==> src/dbg_ack_defs.svh <==
`ifndef DBG_ACK_DEFS_SVH
`define DBG_ACK_DEFS_SVH

// Acknowledge pulse length in target clock cycles.
`define ACK_PULSE_CYCLES 16
`define ACK_CNT_W 5

`endif

==> src/dbg_ack_pkg.sv <==
package dbg_ack_pkg;

   typedef enum logic [3:0]
   {
      CMD_NONE = 4'h0,
      CMD_ACK_ENABLE = 4'h1,
      CMD_ACK_DISABLE = 4'h2,
      CMD_READ = 4'h3,
      CMD_WRITE = 4'h4,
      CMD_HALT = 4'h5,
      CMD_RESUME = 4'h6,
      CMD_RESUME_UNTIL = 4'h7,
      CMD_STEP = 4'h8,
      CMD_CPU = 4'h9,
      CMD_SYNC = 4'hA
   } cmd_e;

   typedef enum logic [2:0]
   {
      W_IDLE = 3'b000,
      W_BUS = 3'b001,
      W_ENTER = 3'b010,
      W_EXIT = 3'b011,
      W_STEP = 3'b100,
      W_CPU = 3'b101
   } wait_e;

   // One decoded command from the serial shifter, with its data phase done.
   typedef struct packed
   {
      logic valid;
      cmd_e cmd;
   } cmd_s;

   // Processor and internal bus status that closes a pending acknowledge.
   typedef struct packed
   {
      logic bus_done;
      logic cpu_done;
      logic enter_halt_instruction;
      logic exit_halt_instruction;
   } core_evt_s;

endpackage : dbg_ack_pkg

==> src/ack_pulse_gen.sv <==
`timescale 1ns/1ps
`include "dbg_ack_defs.svh"

module ack_pulse_gen
   import dbg_ack_pkg::*;
#(
   parameter int PULSE_CYCLES = `ACK_PULSE_CYCLES
)
(
   input wire logic clk,
   input wire logic rst_n,
   input wire logic fire,
   input wire logic host_driving,
   output logic pin_out,
   output logic pin_oe,
   output logic busy
);

   logic [`ACK_CNT_W-1:0] cnt_reg;
   logic [`ACK_CNT_W-1:0] cnt_next;
   logic pend_reg;
   logic pend_next;
   logic oe_reg;
   logic oe_next;

   // A request waits until the host releases the pin, then drives it low.
   always_comb
   begin
      cnt_next = cnt_reg;
      pend_next = pend_reg | fire;
      oe_next = oe_reg;
      if (oe_reg)
      begin
         if (cnt_reg == `ACK_CNT_W'(1))
         begin
            oe_next = 1'b0;
         end
         cnt_next = cnt_reg - `ACK_CNT_W'(1);
      end
      else if (pend_next && !host_driving)
      begin
         oe_next = 1'b1;
         pend_next = 1'b0;
         cnt_next = `ACK_CNT_W'(PULSE_CYCLES);
      end
   end

   always_ff @(posedge clk or negedge rst_n)
   begin
      if (!rst_n)
      begin
         cnt_reg <= '0;
         pend_reg <= 1'b0;
         oe_reg <= 1'b0;
      end
      else
      begin
         cnt_reg <= cnt_next;
         pend_reg <= pend_next;
         oe_reg <= oe_next;
      end
   end

   assign pin_out = 1'b0;
   assign pin_oe = oe_reg;
   assign busy = oe_reg | pend_reg;

endmodule : ack_pulse_gen

==> src/debug_port_ack_handshake.sv <==
// Function
// - Enable command turns handshake on; disable command turns it off.
// - With handshake on, acknowledge after the processor executes a processor command.
// - The enable command is itself acknowledged on completion.
// - Every reset leaves the handshake off.
// - Read acknowledge follows bus cycle completion with data ready to shift.
// - Write acknowledge follows serial data receipt and bus cycle completion.
// - Halt acknowledges when the processor enters background mode.
// - Resume acknowledges when the processor leaves background mode.
// - Resume-until-halt acknowledges on re-entry to background mode, any cause.
// - Single step acknowledges on return to background after one instruction.
// - Timing-probe command cancels a pending run-control acknowledge.
`timescale 1ns/1ps
`include "dbg_ack_defs.svh"

module debug_port_ack_handshake
   import dbg_ack_pkg::*;
#(
   parameter int PULSE_CYCLES = `ACK_PULSE_CYCLES
)
(
   input wire logic clk,
   input wire logic rst_n,
   input wire cmd_s cmd_in,
   input wire core_evt_s core_evt,
   input wire logic host_driving,
   output logic debug_serial_pin_out,
   output logic debug_serial_pin_oe,
   output logic ack_enabled,
   output logic ack_waiting
);

   logic en_reg;
   logic en_next;
   wait_e wait_reg;
   wait_e wait_next;
   logic fire_reg;
   logic fire_next;
   logic stay_reg;
   logic stay_next;

   // Only run-control waits may be dropped by the timing probe.
   function automatic logic is_run_ctrl(input wait_e w);
      is_run_ctrl = (w == W_ENTER) || (w == W_EXIT) || (w == W_STEP);
   endfunction : is_run_ctrl

   function automatic logic cmd_is(input cmd_s c, input cmd_e k);
      cmd_is = c.valid && (c.cmd == k);
   endfunction : cmd_is

   // The handshake flag is its own group, so that only the two handshake
   // commands and reset can ever change it.
   always_comb
   begin
      en_next = en_reg;
      if (cmd_is(cmd_in, CMD_ACK_ENABLE))
      begin
         en_next = 1'b1;
      end
      else if (cmd_is(cmd_in, CMD_ACK_DISABLE))
      begin
         en_next = 1'b0;
      end
   end

   always_ff @(posedge clk or negedge rst_n)
   begin
      if (!rst_n)
      begin
         en_reg <= 1'b0;
      end
      else
      begin
         en_reg <= en_next;
      end
   end

   // A command other than the enable command that needs an acknowledge parks here until the core reports
   // the event that completes it; a later read, write, processor or run-control command replaces the wait.
   always_comb
   begin
      wait_next = wait_reg;
      fire_next = 1'b0;
      stay_next = stay_reg;
      case (wait_reg)
         W_BUS:
         begin
            if (core_evt.bus_done)
            begin
               fire_next = 1'b1;
               wait_next = W_IDLE;
            end
         end
         W_CPU:
         begin
            if (core_evt.cpu_done)
            begin
               fire_next = 1'b1;
               wait_next = W_IDLE;
            end
         end
         W_ENTER, W_STEP:
         begin
            if (core_evt.enter_halt_instruction)
            begin
               fire_next = 1'b1;
               wait_next = W_IDLE;
            end
         end
         W_EXIT:
         begin
            if (core_evt.exit_halt_instruction)
            begin
               fire_next = 1'b1;
               wait_next = W_IDLE;
            end
         end
         default:
         begin
            wait_next = W_IDLE;
         end
      endcase
      if (cmd_in.valid)
      begin
         case (cmd_in.cmd)
            CMD_ACK_ENABLE:
            begin
               fire_next = 1'b1;
            end
            CMD_ACK_DISABLE:
            begin
               wait_next = W_IDLE;
            end
            CMD_SYNC:
            begin
               // A completion in this same cycle has already happened, so its
               // acknowledge still goes out; only the wait is dropped.
               if (is_run_ctrl(wait_reg))
               begin
                  wait_next = W_IDLE;
               end
            end
            CMD_READ, CMD_WRITE:
            begin
               if (en_reg)
               begin
                  wait_next = W_BUS;
               end
            end
            CMD_CPU:
            begin
               if (en_reg)
               begin
                  wait_next = W_CPU;
               end
            end
            CMD_HALT, CMD_RESUME_UNTIL:
            begin
               if (en_reg)
               begin
                  wait_next = W_ENTER;
               end
            end
            CMD_RESUME:
            begin
               if (en_reg)
               begin
                  wait_next = W_EXIT;
               end
            end
            CMD_STEP:
            begin
               if (en_reg)
               begin
                  wait_next = W_STEP;
               end
            end
            default:
            begin
               stay_next = stay_reg;
            end
         endcase
      end
      stay_next = (wait_next != W_IDLE);
   end

   always_ff @(posedge clk or negedge rst_n)
   begin
      if (!rst_n)
      begin
         wait_reg <= W_IDLE;
         fire_reg <= 1'b0;
         stay_reg <= 1'b0;
      end
      else
      begin
         wait_reg <= wait_next;
         fire_reg <= fire_next;
         stay_reg <= stay_next;
      end
   end

   // The pulse generator holds a request until the host releases the pin.
   ack_pulse_gen #(
      .PULSE_CYCLES(PULSE_CYCLES)
   ) u_pulse (
      .clk(clk),
      .rst_n(rst_n),
      .fire(fire_reg),
      .host_driving(host_driving),
      .pin_out(debug_serial_pin_out),
      .pin_oe(debug_serial_pin_oe),
      .busy()
   );

   assign ack_enabled = en_reg;
   assign ack_waiting = stay_reg;

endmodule : debug_port_ack_handshake

==> config.mk <==
export PLATFORM = sky130hd
export DESIGN_NAME = debug_port_ack_handshake
export DESIGN_NICKNAME = d
export VERILOG_FILES = /design/src/dbg_ack_pkg.sv /design/src/ack_pulse_gen.sv /design/src/debug_port_ack_handshake.sv
export VERILOG_INCLUDE_DIRS = /design/src
export SDC_FILE = /design/constraint.sdc
export NUM_CORES = 1
export LEC_CHECK = 0
export ABC_AREA = 1
export BUFFER_PORTS_ARGS = -buffer_cell sky130_fd_sc_hd__buf_2
export CAP_MARGIN = 10
export CORE_MARGIN = 2
export CORE_UTILIZATION = 48
export DETAILED_ROUTE_END_ITERATION = 10
export HOLD_SLACK_MARGIN = 0.02
export PLACE_DENSITY_LB_ADDON = 0.1
export SLEW_MARGIN = 20
export SYNTH_ARGS = -nofsm -noshare
export SYNTH_HDL_FRONTEND = slang
export SYNTH_SLANG_ARGS = --single-unit
==> constraint.sdc <==
create_clock -name clk -period 1 [get_ports clk]
set_input_delay 0.1 -clock clk [delete_from_list [all_inputs] [get_ports clk]]
set_output_delay 0.1 -clock clk [all_outputs]
set_load 0.03 [all_outputs]
==> summary.md <==
| Metric | Value |
|---|---|
| First-pass GRT wire length | 3.215 mm |
| Yosys cell types | 22 |
| Synthesized area per cell | roughly 6.8 sq um |
| Wire length per cell | 11.84 um |
| Starting density of the core | approximately half |
| Total GRT Usage | about a fifth |
| Post-Synthesis Cell Area | 855.8 sq um |
| Max incr delay on CP | approximately 430 ps |
| CP cell instances | nor2_1 -> nand2_1 -> nand2_1 -> nor2_1 -> nor2_2 -> nand2_1 -> nand2_1 -> nand4_1 |
| Core footprint | 1708 sq um |
| Crit path launch type | flop |
| Unrepaired setup endpoints after global routing | true |
| Slowest cell on the critical path | dfrtp_1 |
| Post-route setup slack | -237.0 ps |
| Die Span Y | about 46 um |
| Antenna viol nets, final | 0 |
| Max Cap Violations | 0 |
| Synth area leaders | dfrtp_1 (38%), nand2_1 (13%), inv_1 (8.3%) |
| CP Data Arrival Time | 1390 ps |
| Pre-CTS setup slack | -212.1 ps |
| Finish-stage setup viols | 10 |
| Min-delay src | core_evt[1] |
| Via density | 5.044 |
| Via count | just over 900 |
| Final critical-path required period | 1237 ps |
| Status | finished, violations left |
| Commonest non-fill, non-tap cell in the layout | nand2_1 |
| EDFF count, synth | 0 |
| Worst Setup SP | wait_reg[0]$_DFF_PN0_ |
| Largest net degree at the start of global routing | 14 |
| Reg clk slew, reported paths | 80 ps |
| Final hold vios | 0 |
| Post-synth top area cell | dfrtp_1 |
| CTS root buf | clkbuf_4 |
| Power per cell area | 1978 nW/um^2 |
| CP top delay family | simple AND/OR/NAND/NOR gates |
| Grt ovf | 0 |
| Clock Path Buffers | 2 |
| Synthesized instance count | 126 |
| Layout area overhead | 40.50% |
| # H-tree levels | 1 |
| Reg area | 327.8 sq um |
| Routability cong. | 0.8733 |
| FP Rows | 15 |
| Register area share after synthesis | 38.01% |
| Vias in the first global route | 832 |
| Post-synth ARST share | 100.0% |
| Most used cell, CP | nand2_1 |
| Post-DP HPWL | ~1.6 mm |
| Critical Path RT | 1150 ps |
| Max reg flops | 5 |
| Fill cell total of the finished layout | 146 |
| Layout cells sized above 1 | 36.71% |
| Initial DRC Count | 26 |
| Worst Path Max Fanout | 5 |
| FMAX | just over 0.8 GHz |
| N_diodes | 0 |
| Worst Hold Class | input pin to flop |
| Top cell type's share of synthesized area | about two fifths |
| Die Wd | ~46 um |
| Max VDD drop | 1814 uV |
| Die area | 2137 sq um |
| PortBufs | 14 |
| Worst Path Buf+Inv | 0 |
| Synth warn | 0 |
| Area of the multi-input gates | 529.3 sq um |
| CTS tree | yes |
| Lkg Pwr | 0.6308 nW |
| Hold slack final | between 100 and 150 ps |
| Clock skew | between 1.5 and 2 ps |
| Initial antenna violation count | 0 |
| CTS Buf Count | 3 |
| Ys flop type | dfrtp_1 |
| Failing checks | setup timing |
| Worst flop-to-flop path startpoint | wait_reg[0]$_DFF_PN0_ |
| Flops & latches, synth | 13 |
| Clk_lat worst skew | 270 ps |
| Fin area | 1202 sq um |
| Kind of end point of the critical path | flop |
| Boundary pin count | 16 |
| Setup CP Type | flop to flop |
| TritonCTS Sinks | 13 |
| Final net count | 173 |
| DRC Markers | 0 |
| Placed inst area | approximately 1100 sq um |
| Final wirelength | 2.166 mm |
| Syn_nets | 140 |
| Commonest non-fill, non-tap cells in the layout | nand2_1 (28), inv_1 (14), nor2_1 (14) |
| DRT Pass-1 Iters | 4 |
| Final Cycle Share | 123.7% |
| Slew Limit Fails | 0 |
-- cells by family after synthesis --
kind of cell	after synthesis	share of synthesized area (%)
simple gates	70	36.26
buf+inv	21	9.649
compound gates	19	12.72
flops	13	38.01
fa+ha+maj	2	2.924
other cells	1	0.4382
-- power by group --
part	switching [W]	total, W	internal (W)	leakage [nW]
registers	0.000175	0.000868	0.000692	0.161
logic	0.000600	0.00119	0.000592	0.455
clock network	0.000164	0.000319	0.000155	0.0150
-- path summary, 6_finish.rpt --
check	to	slack [ps]	cells after the start
worst max-delay path	ack_waiting$_DFF_PN0_	-240	8
worst min-delay path	fire_reg$_DFF_PN0_	100	3
worst max register to register	ack_waiting$_DFF_PN0_	-240	8
worst min register to register	u_pulse.cnt_reg[4]$_DFFE_PN0P_	570	2
max in group asynchronous	ack_enabled$_DFFE_PN0P_	520	2
min in group asynchronous	wait_reg[1]$_DFF_PN0_	240	2
-- cell usage after synthesis (2+ instances only) --
cell,number
a21oi_1,5
nand4_1,2
nand2_1,30
o21ai_0,9
nand2_2,3
nor2_1,16
nand3_1,13
inv_1,19
nor2_2,2
ha_1,2
dfrtp_1,13
nor3_1,2
-- through the flow --
| stage | utilization [%] | total power, W | instances | setup TNS [ps] |
|---|---|---|---|---|
| after floorplan | - | 0.001269 | 126 | -233.7 |
| after CTS | 69.82 | 0.002310 | 183 | -866.6 |
| after global placement | 61.76 | 0.001648 | 177 | -829.4 |
| after global routing | 70.40 | 0.002542 | 183 | -1568 |
| final | 70.40 | 0.002379 | 183 | -1018 |
| after detailed placement | 61.76 | 0.001685 | 177 | -1010 |
-- tightest hold or removal path: stages --
cell and delay (ps):
buf_2 110, a21oi_2 70, nand2_1 60
-- layer usage --
layer	routed length (um)	vias to the layer above	GRT usage, %
li1	-	469	-
met1	981	424	25.18
met2	1087	28	37.22
met3	86	2	5.882
met4	10	0	5.143
met5	0	-	0
-- area by class of cell --
type	count	area share [%]
Multi-Input combinational cell	92	44.02
Clock buffer	4	2.185
Inverter	20	6.244
Timing Repair Buffer	29	17.69
Tap cell	25	2.601
Sequential cell	13	27.26
-- timing repair --
item / in CTS / in global routing
setup buffers: 1 / 0
pin swaps: 7 / 6
setup endpoints to repair: 12 / 13
gates resized for setup: 26 / 7
hold endpoints to repair: 13 / 0
hold buffers: 1 / 0
(Power assumes the default switching activity.)
